===== src/pkg/prtc_pkg.sv =====
package prtc_pkg;

    localparam int ADDR_W = 2;
    localparam int DATA_W = 8;
    localparam int PRE_W  = 18;

    // register offsets on the plain register port
    localparam logic [ADDR_W-1:0] OFF_STATUS_CONTROL = 2'h0;
    localparam logic [ADDR_W-1:0] OFF_CURRENT_COUNT  = 2'h1;
    localparam logic [ADDR_W-1:0] OFF_MODULO_LIMIT   = 2'h2;

    // status_and_control field positions
    localparam int BIT_MATCH_FLAG = 7;
    localparam int BIT_SRC_HI     = 6;
    localparam int BIT_SRC_LO     = 5;
    localparam int BIT_IRQ_EN     = 4;
    localparam int BIT_DIV_HI     = 3;
    localparam int BIT_DIV_LO     = 0;

    // source_select encodings (1x selects internal_ref_clock)
    localparam logic [1:0] SRC_LOW_POWER_OSC = 2'h0;
    localparam logic [1:0] SRC_EXTERNAL_REF  = 2'h1;

    localparam logic [DATA_W-1:0] RESET_BYTE  = 8'h00;
    localparam logic [3:0]        DIV_OFF     = 4'h0;
    localparam logic [PRE_W-1:0]  PRE_ZERO    = 18'h00000;
    localparam logic [PRE_W-1:0]  PRE_ONE     = 18'h00001;

    typedef struct packed {
        logic       match_flag;
        logic [1:0] source_select;
        logic       match_irq_enable;
        logic [3:0] divider_select;
    } prtc_ctrl_t;

    typedef struct packed {
        logic [ADDR_W-1:0] addr;
        logic [DATA_W-1:0] wdata;
        logic              wr;
        logic              rd;
    } prtc_bus_t;

    // divide ratio of the prescaler; 0 for off
    function automatic logic [PRE_W-1:0] divide_ratio(
        input logic       decimal_set,
        input logic [3:0] sel
    );
        logic [PRE_W-1:0] r;
        r = PRE_ZERO;
        if (!decimal_set) begin
            unique case (sel)
                4'h0: r = 18'h00000;
                4'h1: r = 18'h00008;
                4'h2: r = 18'h00020;
                4'h3: r = 18'h00040;
                4'h4: r = 18'h00080;
                4'h5: r = 18'h00100;
                4'h6: r = 18'h00200;
                4'h7: r = 18'h00400;
                4'h8: r = 18'h00001;
                4'h9: r = 18'h00002;
                4'hA: r = 18'h00004;
                4'hB: r = 18'h0000A;
                4'hC: r = 18'h00010;
                4'hD: r = 18'h00064;
                4'hE: r = 18'h001F4;
                4'hF: r = 18'h003E8;
            endcase
        end else begin
            unique case (sel)
                4'h0: r = 18'h00000;
                4'h1: r = 18'h00400;
                4'h2: r = 18'h00800;
                4'h3: r = 18'h01000;
                4'h4: r = 18'h02000;
                4'h5: r = 18'h04000;
                4'h6: r = 18'h08000;
                4'h7: r = 18'h10000;
                4'h8: r = 18'h003E8;
                4'h9: r = 18'h007D0;
                4'hA: r = 18'h01388;
                4'hB: r = 18'h02710;
                4'hC: r = 18'h04E20;
                4'hD: r = 18'h0C350;
                4'hE: r = 18'h186A0;
                4'hF: r = 18'h30D40;
            endcase
        end
        return r;
    endfunction

endpackage


===== src/design/prtc_top.sv =====
//Contract
//- count register is read-only, writes ignored
//- set match_flag on the tick after count reaches modulo
//- writing one clears flag; reset clears
//- source_select picks prescaler clock input
//- source change clears prescaler and count
//- match_irq_enable gates interrupt request
//- divider_select zero turns prescaler off
//- binary divide table when source low bit zero
//- decimal divide table when source low bit one
//- divider change clears prescaler and count
//- on match count returns to zero, flag set
//- modulo zero flags every prescaler edge
//- modulo write clears prescaler and count
//- reset zeroes modulo and count
//- unchanged select writes leave counter alone
//- count advances at prescaler output rate
//- flag sets on modulo to zero transition
//- debug halt suspends counting, resumes after
module prtc_top
    import prtc_pkg::*;
(
    input  wire logic              clock,
    input  wire logic              rstn,
    input  wire logic [ADDR_W-1:0] addr,
    input  wire logic [DATA_W-1:0] wdata,
    input  wire logic              wr,
    input  wire logic              rd,
    output logic      [DATA_W-1:0] rdata,
    input  wire logic              low_power_osc,
    input  wire logic              external_ref_clock,
    input  wire logic              internal_ref_clock,
    input  wire logic              debug_halt,
    output logic                   irq
);

    prtc_bus_t        bus;
    prtc_ctrl_t       ctrl;
    prtc_ctrl_t       next_ctrl;
    prtc_ctrl_t       wr_ctrl;
    logic [DATA_W-1:0] count_value;
    logic [DATA_W-1:0] next_count;
    logic [DATA_W-1:0] modulo_limit;
    logic [DATA_W-1:0] next_modulo;
    logic [PRE_W-1:0]  prescale;
    logic [PRE_W-1:0]  next_prescale;
    logic [DATA_W-1:0] next_rdata;
    logic              src_prev;
    logic              next_irq;

    wire logic             src_level;
    wire logic             src_rise;
    wire logic             wr_ctrl_hit;
    wire logic             wr_mod_hit;
    wire logic             sel_changed;
    wire logic             restart;
    wire logic [PRE_W-1:0] ratio;
    wire logic             prescaler_on;
    wire logic             tick;
    wire logic             at_match;
    wire logic             flag_set;
    wire logic             flag_clr;

    assign bus = '{addr: addr, wdata: wdata, wr: wr, rd: rd};
    assign wr_ctrl = prtc_ctrl_t'(bus.wdata);

    assign src_level = (ctrl.source_select == SRC_LOW_POWER_OSC)
                     ? low_power_osc
                     : (ctrl.source_select == SRC_EXTERNAL_REF)
                     ? external_ref_clock
                     : internal_ref_clock;
    // sources are slow against clock, so one stage of history finds edges
    assign src_rise = src_level && !src_prev;

    assign wr_ctrl_hit = bus.wr && (bus.addr == OFF_STATUS_CONTROL);
    assign wr_mod_hit  = bus.wr && (bus.addr == OFF_MODULO_LIMIT);
    // only a different select value restarts the chain; any modulo write restarts it too
    assign sel_changed = wr_ctrl_hit &&
        ((wr_ctrl.source_select != ctrl.source_select) ||
         (wr_ctrl.divider_select != ctrl.divider_select));
    assign restart = sel_changed || wr_mod_hit;

    assign ratio = divide_ratio(ctrl.source_select[0],
                                ctrl.divider_select);
    assign prescaler_on = (ctrl.divider_select != DIV_OFF);
    // counting freezes while debug holds the core
    assign tick = prescaler_on && src_rise && !debug_halt && !restart &&
                  (prescale == ratio - PRE_ONE);
    assign at_match = (count_value == modulo_limit);
    assign flag_set = tick && at_match;
    assign flag_clr = wr_ctrl_hit && wr_ctrl.match_flag;

    always_comb begin
        next_prescale = prescale;
        if (restart || !prescaler_on) begin
            next_prescale = PRE_ZERO;
        end else if (src_rise && !debug_halt) begin
            next_prescale = tick ? PRE_ZERO : prescale + PRE_ONE;
        end
    end

    always_comb begin
        next_count = count_value;
        if (restart) begin
            next_count = RESET_BYTE;
        end else if (tick) begin
            next_count = at_match ? RESET_BYTE
                                  : count_value + 8'h01;
        end
    end

    always_comb begin
        next_ctrl = ctrl;
        if (wr_ctrl_hit) begin
            next_ctrl.source_select    = wr_ctrl.source_select;
            next_ctrl.match_irq_enable = wr_ctrl.match_irq_enable;
            next_ctrl.divider_select   = wr_ctrl.divider_select;
        end
        // a match in the clearing cycle keeps the flag up
        if (flag_set) begin
            next_ctrl.match_flag = 1'b1;
        end else if (flag_clr) begin
            next_ctrl.match_flag = 1'b0;
        end
    end

    assign next_modulo = wr_mod_hit ? bus.wdata : modulo_limit;
    assign next_irq = next_ctrl.match_flag &&
                      next_ctrl.match_irq_enable;

    // writes to the count offset fall through the decode untouched
    always_comb begin
        next_rdata = RESET_BYTE;
        if (bus.rd) begin
            unique case (bus.addr)
                OFF_STATUS_CONTROL: next_rdata = ctrl;
                OFF_CURRENT_COUNT:  next_rdata = count_value;
                OFF_MODULO_LIMIT:   next_rdata = modulo_limit;
                default:            next_rdata = RESET_BYTE;
            endcase
        end
    end

    always_ff @(posedge clock) begin
        if (!rstn) begin
            ctrl         <= prtc_ctrl_t'(RESET_BYTE);
            count_value  <= RESET_BYTE;
            modulo_limit <= RESET_BYTE;
            prescale     <= PRE_ZERO;
            src_prev     <= 1'b0;
            rdata        <= RESET_BYTE;
            irq          <= 1'b0;
        end else begin
            ctrl         <= next_ctrl;
            count_value  <= next_count;
            modulo_limit <= next_modulo;
            prescale     <= next_prescale;
            src_prev     <= src_level;
            rdata        <= next_rdata;
            irq          <= next_irq;
        end
    end

endmodule // prtc_top


===== config.mk =====
export PLATFORM = sky130hd
export DESIGN_NAME = prtc_top
export DESIGN_NICKNAME = d
export VERILOG_FILES = /design/src/pkg/prtc_pkg.sv /design/src/design/prtc_top.sv
export SDC_FILE = /design/constraint.sdc
export NUM_CORES = 1
export LEC_CHECK = 0
export BUFFER_PORTS_ARGS = -buffer_cell sky130_fd_sc_hd__clkbuf_2
export CELL_PAD_IN_SITES_DETAIL_PLACEMENT = 0
export CELL_PAD_IN_SITES_GLOBAL_PLACEMENT = 2
export CORE_MARGIN = 1.5
export CORE_UTILIZATION = 41
export CTS_CLUSTER_DIAMETER = 80
export CTS_CLUSTER_SIZE = 10
export DETAILED_ROUTE_END_ITERATION = 8
export GPL_ROUTABILITY_DRIVEN = 0
export PLACE_DENSITY = 0.85
export SYNTH_ARGS = -nofsm -noshare
export SYNTH_HDL_FRONTEND = slang
export SYNTH_SLANG_ARGS = --single-unit

===== constraint.sdc =====
create_clock -name clock -period 7.3 [get_ports clock]
set_input_delay 0 -clock clock [delete_from_list [all_inputs] [get_ports clock]]
set_output_delay 0 -clock clock [all_outputs]
set_load 0.02 [all_outputs]

==> results, run 1 <==
- The minimum clock period is 3660 ps.
- The Yosys warning count is 0.
- The async set-or-reset flop fraction in the synthesized netlist is 0.
- The detailed router finished its first iteration with 227 violations.
- In the routed design, unresolved DRC markers number 0.
- The clock passes through at most 2 buffers.
- In the synthesized netlist, the cells that appear most often are 78 x sky130_fd_sc_hd__dfxtp_1, 54 x sky130_fd_sc_hd__nor2_1, 38 x sky130_fd_sc_hd__nand2_1.
- For the final routed database, the setup TNS stands at 0 ps.
- The slack of the worst reg-to-reg path is 3640 ps.
- Of the synthesized area, sequential elements account for 0.351.
- At the pin with the least slew margin, the transition time is 911 ps.
- The number of antenna violations at the first check in global routing came to 0.
- The via total after detailed routing is 3,727.
- Overall power consumption after layout is estimated at 0.000866 W.
- The worst setup path is launched from a flip-flop.
- The count of endpoints failing hold in the final timing report is 0.
- IR analysis of the VDD net gives a maximum drop of 0.0928 mV.
- At the worst endpoint, the required time is 7510 ps.
- In this run the tool buffered the top-level ports with 26 buffer cells.
- The clock edge transition at the registers on the reported setup and hold paths is 80 ps.
- The count of buffers added by post-CTS timing repair for setup is 0.
- The maximum achievable frequency is 274 MHz.
- Summing every instance area after synthesis gives 4450 um2.
- Of the post-synthesis cell area, the dominant cell type holds 0.351.
- The worst clock skew is 13.8 ps.
- Dividing total power by cell area gives a power density of 176 nW/um2.
- The endpoint identified for the worst register-to-register timing path is prescale[17].
- The clock net sink count is 78.
- The top-level port count is 27.
- In this run the mean area of a mapped cell was 8.63 um2.
- The number of iterations in the first detailed-routing pass is 5.
- After legalization and detailed placement, the total HPWL measured 8130 um.
- Data arrives at the worst endpoint at 3860 ps.
- Entering global routing, the biggest net connects 43 pins.
- Counting cells, the worst reg-to-reg path comes to 9.
- The synthesized design spends more area on one cell type than any other, namely sky130_fd_sc_hd__dfxtp_1.
- The number of antenna diodes in the final layout is 0.
- The worst relative slew slack is 0.390.
- The startpoint identified for the worst register-to-register timing path is ctrl[5].
- Once detail routing completed, the nets flagged for antenna violations numbered 0.
- Wires add up to 10,800 um.
- TritonCTS built the clock tree.
- The net total in the final layout is 564.
- The total nets after synthesis is 543.
- The count of final setup violators is 0.
- Yosys mapped the design onto 66 distinct sky130hd cell types.
- The total global routing track utilization is 0.202.
- The clock tree root buffer cell is sky130_fd_sc_hd__clkbuf_8.
- Using the TritonRoute via totals, the vias-per-cell ratio works out to 5.50.
- The clock tree synthesis step divided the H-tree into 3 levels.
- The count of flip-flops with a built-in enable after synthesis is 0.
- The vertical die dimension is 107 um.
- The hold-critical path depth is 3.
- The number of max-cap violations is 0.
- The endpoint type of the worst setup path is a flip-flop.
- The floorplan step defined a die boundary enclosing 11,500 um2.
- The insertion delay to the later sink of the worst-skew pair is 360 ps.
- The number of clock buffers added by TritonCTS is 9.
- Synthesis inferred 78 register bits.
- The fraction of layout cells with a size suffix above 1 is 0.105.
- Yosys instantiated no cell more often than sky130_fd_sc_hd__dfxtp_1.
- The setup path with the least slack is of type reg -> reg.
- Of the available clock period, the critical path in the final layout requires 0.501.
- The final-report max-slew violation count was 0.
- The leading register cell type out of synthesis is sky130_fd_sc_hd__dfxtp_1.
- Setup repair after global routing left no endpoint under its margin.
- Relative to the synthesized area, the layout overhead comes to 10.6%.
- The final non-filler cell area is 4930 um2.
- The initialized floorplan defines 37 standard-cell rows.
- For this run the aggregate overflow at the end of global routing stands at 0.
- Measured on the finished design, the core utilization comes to 0.473.
- In this run the static leakage power is 1.87 nW.
- The die is 107 um wide.
- The worst-case hold path end point is src_prev.
- In the post-synthesis netlist, the biggest area contributors are sky130_fd_sc_hd__dfxtp_1 35%, sky130_fd_sc_hd__mux2i_1 8.3%, sky130_fd_sc_hd__xnor2_1 6.7%, sky130_fd_sc_hd__nor2_1 4.6%, sky130_fd_sc_hd__a21oi_1 3.7%.
- The total area inside the core boundary comes to 10,400 um2.
- The class of the most critical hold timing path is in -> reg.
- The post-detailed-placement cell area is 4650 um2.
- The startpoint of the lowest-slack hold path is low_power_osc.
- For this configuration, the core starts out at a cell density of 0.428.
- The first global-routing pass estimated 18,200 um of wire.
- In this run, post-CTS repair resized a total of 0 instances.
- The number of global-route vias before repair is 3,495.
- The flow ran to the end, and the final reports show no timing, DRC or antenna violations.
- Dividing the detail-routed wire length by the instance count gives 16.0 um.
- The synthesized instance count is 516.
- The maximum fanout encountered on the critical timing path is 42.
## layout make-up
cell class              count  area, um2
clock buffers              13        149
clock inverters             3       43.8
fillers                  1058       5490
inverters                  12       45.0
multi-input cells         400       2730
flip-flops and latches     78       1560
well taps                 136        170
repair buffers             36        228
## worst max-delay path, stage by stage, from the launching register on
cell and delay, ps:
sky130_fd_sc_hd__dfxtp_1 330, sky130_fd_sc_hd__buf_4 390, sky130_fd_sc_hd__or4b_4 550, sky130_fd_sc_hd__a22o_1 200
sky130_fd_sc_hd__a221oi_1 250, sky130_fd_sc_hd__o2111ai_1 170, sky130_fd_sc_hd__nor4_1 610, sky130_fd_sc_hd__nand4_4 270
sky130_fd_sc_hd__o21ai_2 630, sky130_fd_sc_hd__nor2_1 110
## placed cells by master (no fill, tap or decap), types with 7 or more instances in the layout
cell                            instances
sky130_fd_sc_hd__dfxtp_1               78
sky130_fd_sc_hd__nor2_1                54
sky130_fd_sc_hd__nand2_1               38
sky130_fd_sc_hd__mux2i_1               37
sky130_fd_sc_hd__xnor2_1               34
sky130_fd_sc_hd__a21oi_1               33
sky130_fd_sc_hd__clkbuf_2              26
sky130_fd_sc_hd__nor2b_1               23
sky130_fd_sc_hd__o21ai_0               21
sky130_fd_sc_hd__nand3_1               20
sky130_fd_sc_hd__xor2_1                18
sky130_fd_sc_hd__nor3_1                13
sky130_fd_sc_hd__inv_1                 11
sky130_fd_sc_hd__clkbuf_8              10
sky130_fd_sc_hd__ha_1                   9
sky130_fd_sc_hd__dlygate4sd3_1          9
sky130_fd_sc_hd__nand4_1                8
sky130_fd_sc_hd__and3_1                 7
sky130_fd_sc_hd__o31ai_1                7
## how the worst max path moves through the flow
stage / end / slack (ps) / depth (start not counted) / start
after global placement: prescale[4] / 3740 / 9 / ctrl[5]
after floorplan: prescale[10] / 3840 / 16 / ctrl[5]
final: prescale[17] / 3640 / 9 / ctrl[5]
after CTS: prescale[11] / 3650 / 9 / ctrl[5]
after detailed placement: prescale[11] / 3660 / 9 / ctrl[5]
after global routing: prescale[10] / 3340 / 9 / ctrl[5]
## metrics by stage
step / hold WS, ps / setup slack (ps) / instances
floorplan: 166 / 3840 / 516
global placement: 276 / 3740 / 653
detailed placement: 284 / 3660 / 653
CTS: 25.3 / 3650 / 678
global route: 66.1 / 3340 / 678
finish: 45.4 / 3640 / 678
## timing repair
action                                  CTS  global route
hold buffers                              9             0
hold endpoints to repair                 12             0
endpoints found under the setup margin    0             0
## cell families (layout without fill, tap and decap cells)
logic type      count (synthesis)  in the layout  synth area share
fa+ha+maj                       9              9            0.0253
buf+inv                        38             64            0.0362
mux                            41             41            0.0941
xor+xnor                       52             52             0.102
simple gates                  201            201             0.239
compound gates                 97             97             0.152
flops                          78             78             0.351
## per-layer routing
layer / routed length [um] / up-vias / global-route usage
li1: - / 1866 / -
met1: 5690 / 1752 / 0.302
met2: 4550 / 91 / 0.285
met3: 380 / 18 / 0.0347
met4: 223 / 0 / 0.0800
met5: 0 / - / 0
## power by group
group	total [W]	switching, W	internal (W)
Sequential	0.000438	0.00000665	0.000431
Combinational	0.000108	0.0000640	0.0000443
Clock	0.000320	0.000152	0.000168
Note: power is estimated with default switching activity, not from simulation.
==> run 2, diff against run 1 <==
CORE_UTILIZATION = 38   (was 41)
PLACE_DENSITY = 0.79   (was 0.85)
clock period = 3.7 ns   (was 7.3 ns; I/O delays follow)
==> run 2 against run 1 <==
  * Clock power rose to 3.0 times the previous value
  * Sequential power rose by 97%
  * Maximum frequency rose by 9.5%
  * Register-to-register slack got worse by 3300 ps
  * Largest power group is now clock
  * Clock skew fell by 8.9 ps
  * Wire length rose by 3.0%
  * Combinational power rose by 110%
==> results, run 2 (same netlist as run 1, synthesis figures left out) <==
- The minimum clock period is 3340 ps.
- In the final layout, the share of cells above drive strength 1 is 0.130.
- The critical path is of the reg -> reg type.
- The worst relative slew slack is 0.437.
- In this run the vertical extent of the chip is 111 um.
- Relative to the synthesized area, the layout overhead comes to 15.5%.
- The library cell used most frequently in the layout, excluding fill and tap cells, is sky130_fd_sc_hd__dfxtp_1.
- Dividing the final minimum period by the clock period gives 0.903.
- The insertion delay to the later sink of the worst-skew pair is 350 ps.
- In this run the power spent charging and discharging nets is 0.000509 W.
- The TritonCTS clock tree is yes.
- The clock edge transition at the registers on the reported setup and hold paths is 60 ps.
- The share of total power dissipated in combinational logic is 0.110.
- The maximum number of pins on one net before global-route repair is 24.
- Traced cell by cell, the critical path runs through buf_4 -> mux2_2 -> a211oi_2 -> nand2b_1 -> o2111ai_1 -> nor4_1 -> nand4_4 -> or4_1 -> a21oi_1.
- Summing internal, switching and leakage power gives 0.00205 W.
- STA classifies the critical path startpoint as a flip-flop.
- The portion of total power attributed to sequential cells is 0.422.
- The clock net sink count is 78.
- The count of final setup violators is 0.
- The HPWL reported at the end of detailed placement is 8350 um.
- The top cell types in the final layout, fill and taps aside, are 78 x sky130_fd_sc_hd__dfxtp_1, 54 x sky130_fd_sc_hd__nor2_1, 38 x sky130_fd_sc_hd__nand2_1.
- The final-layout setup total negative slack is 0 ps.
- The clock tree root buffer cell is sky130_fd_sc_hd__clkbuf_16.
- Power spread over the standard cell area amounts to 399 nW/um2.
- For this configuration, the core starts out at a cell density of 0.390.
- The static leakage is 1.98 nW.
- Dividing the detail-routed via count by the number of cells gives 5.34.
- Setup repair after global routing left no endpoint under its margin.
- The final-report max-slew violation count is 0.
- For the pin with the worst max-slew slack, the measured transition is 842 ps.
- After the first detailed-routing iteration, the DRC count stood at 227.
- The endpoint type of the worst setup path is a flip-flop.
- The number of iterations in the first detailed-routing pass is 5.
- The net total in the final layout is 575.
- Clock tree synthesis inserted a total of 9 buffers.
- The post-placement worst setup slack is 392 ps.
- After layout, the worst setup slack is 360 ps.
- IR analysis of the VDD net gives a maximum drop of 0.380 mV.
- In this run the worst path has a maximum fanout of 23.
- The clock passes through at most 2 buffers.
- The clock tree synthesis step divided the H-tree into 3 levels.
- The total number of placement rows is 39.
- The data arrival time of the worst path is 3610 ps.
- Timing would allow up to 299 MHz.
- The largest single stage delay on the critical path is 600 ps.
- The die covers 12,400 um2.
- After detailed routing, the total wire length is 11,200 um.
- The number of gates resized after CTS is 0.
- Input and output buffers added on the ports amount to 26.
- After detailed routing, the number of remaining DRC violations is 0.
- The class of the most critical hold timing path is in -> reg.
- The required time at the worst-slack endpoint is 3970 ps.
- 27 I/O pins were placed.
- The remaining global-route overflow is 0.
- In this run the remaining antenna-violating nets after routing total 0.
- The region available for standard cell placement spans 11,400 um2.
- The first global-routing pass estimated 18,900 um of wire.
- The share of total power dissipated in the clock network is 0.468.
- The number of global-route vias before repair came to 3,658.
- The number of diodes added for antenna fixing is 0.
- Across the run, the number of max-cap violations was 0.
- The worst clock skew is 4.93 ps.
- Dividing the detail-routed wire length by the instance count gives 16.0 um.
- The library cell contributing the largest single delay on the critical path is sky130_fd_sc_hd__nor4_1.
- The count of endpoints failing hold in the final timing report is 0.
- The flow ran to the end, and the final reports show no timing, DRC or antenna violations.
- The internal power contribution is 0.00154 W.
- The die is 111 um wide.
- The routed layout has 3,714 vias.
- The fraction of power spent switching nets is 0.248.
- The total global routing track utilization is 0.190.
- The number of antenna violations at the first check in global routing is 0.
-- run 2: area by class of cell --
class / instances / area [um2]
fillers: 1192 / 6270
clock inverters: 7 / 96.3
well taps: 143 / 179
flip-flops and latches: 78 / 1560
repair buffers: 47 / 308
inverters: 12 / 45.0
multi-input cells: 400 / 2730
clock buffers: 9 / 225
-- run 2: worst paths after layout --
check                    from         endpoint  slack [ps]  depth (start not counted)
setup / recovery      ctrl[5]   count_value[0]         360                          9
hold / removal       wdata[1]  modulo_limit[1]           7                          3
setup reg to reg      ctrl[5]   count_value[0]         360                          9
hold reg to reg   prescale[9]      prescale[9]         520                          2
-- run 2: power groups by stage --
stage / Sequential [W] / Combinational [W] / Clock (W)
detailed placement: 0.000884 / 0.000218 / 0
floorplan: 0.000880 / 0.000161 / 0
finish: 0.000865 / 0.000226 / 0.000961
global route: 0.000866 / 0.000249 / 0.00102
global placement: 0.000884 / 0.000219 / 0
CTS: 0.000865 / 0.000226 / 0.000981
-- run 2: layer usage --
metal	track usage	share of wire	up-vias
met5	0	0	-
met4	0.0692	0.015	0
met3	0.0416	0.042	11
met2	0.281	0.43	77
met1	0.272	0.52	1735
li1	-	-	1891
-- run 2: critical path: cells and delay by family (launching register included) --
kind | cells | cell delay, ps
buf+inv | 1 | 310
compound gates | 3 | 590
simple gates | 4 | 1520
mux | 1 | 440
flops | 1 | 410
-- run 2: what timing repair did --
item / 4_1_cts / 5_1_grt
hold endpoints to repair: 9 / 0
setup buffers: 0 / 0
hold buffers: 8 / 0
-- run 2: metrics by stage --
stage	hold WS [ps]	util	area (um2)	std cells
final	6.75	0.451	5150	696
after CTS	1.05	0.451	5150	696
after detailed placement	290	0.416	4740	672
after floorplan	166	-	4450	516
after global placement	281	0.416	4740	672
after global routing	9.96	0.451	5150	696
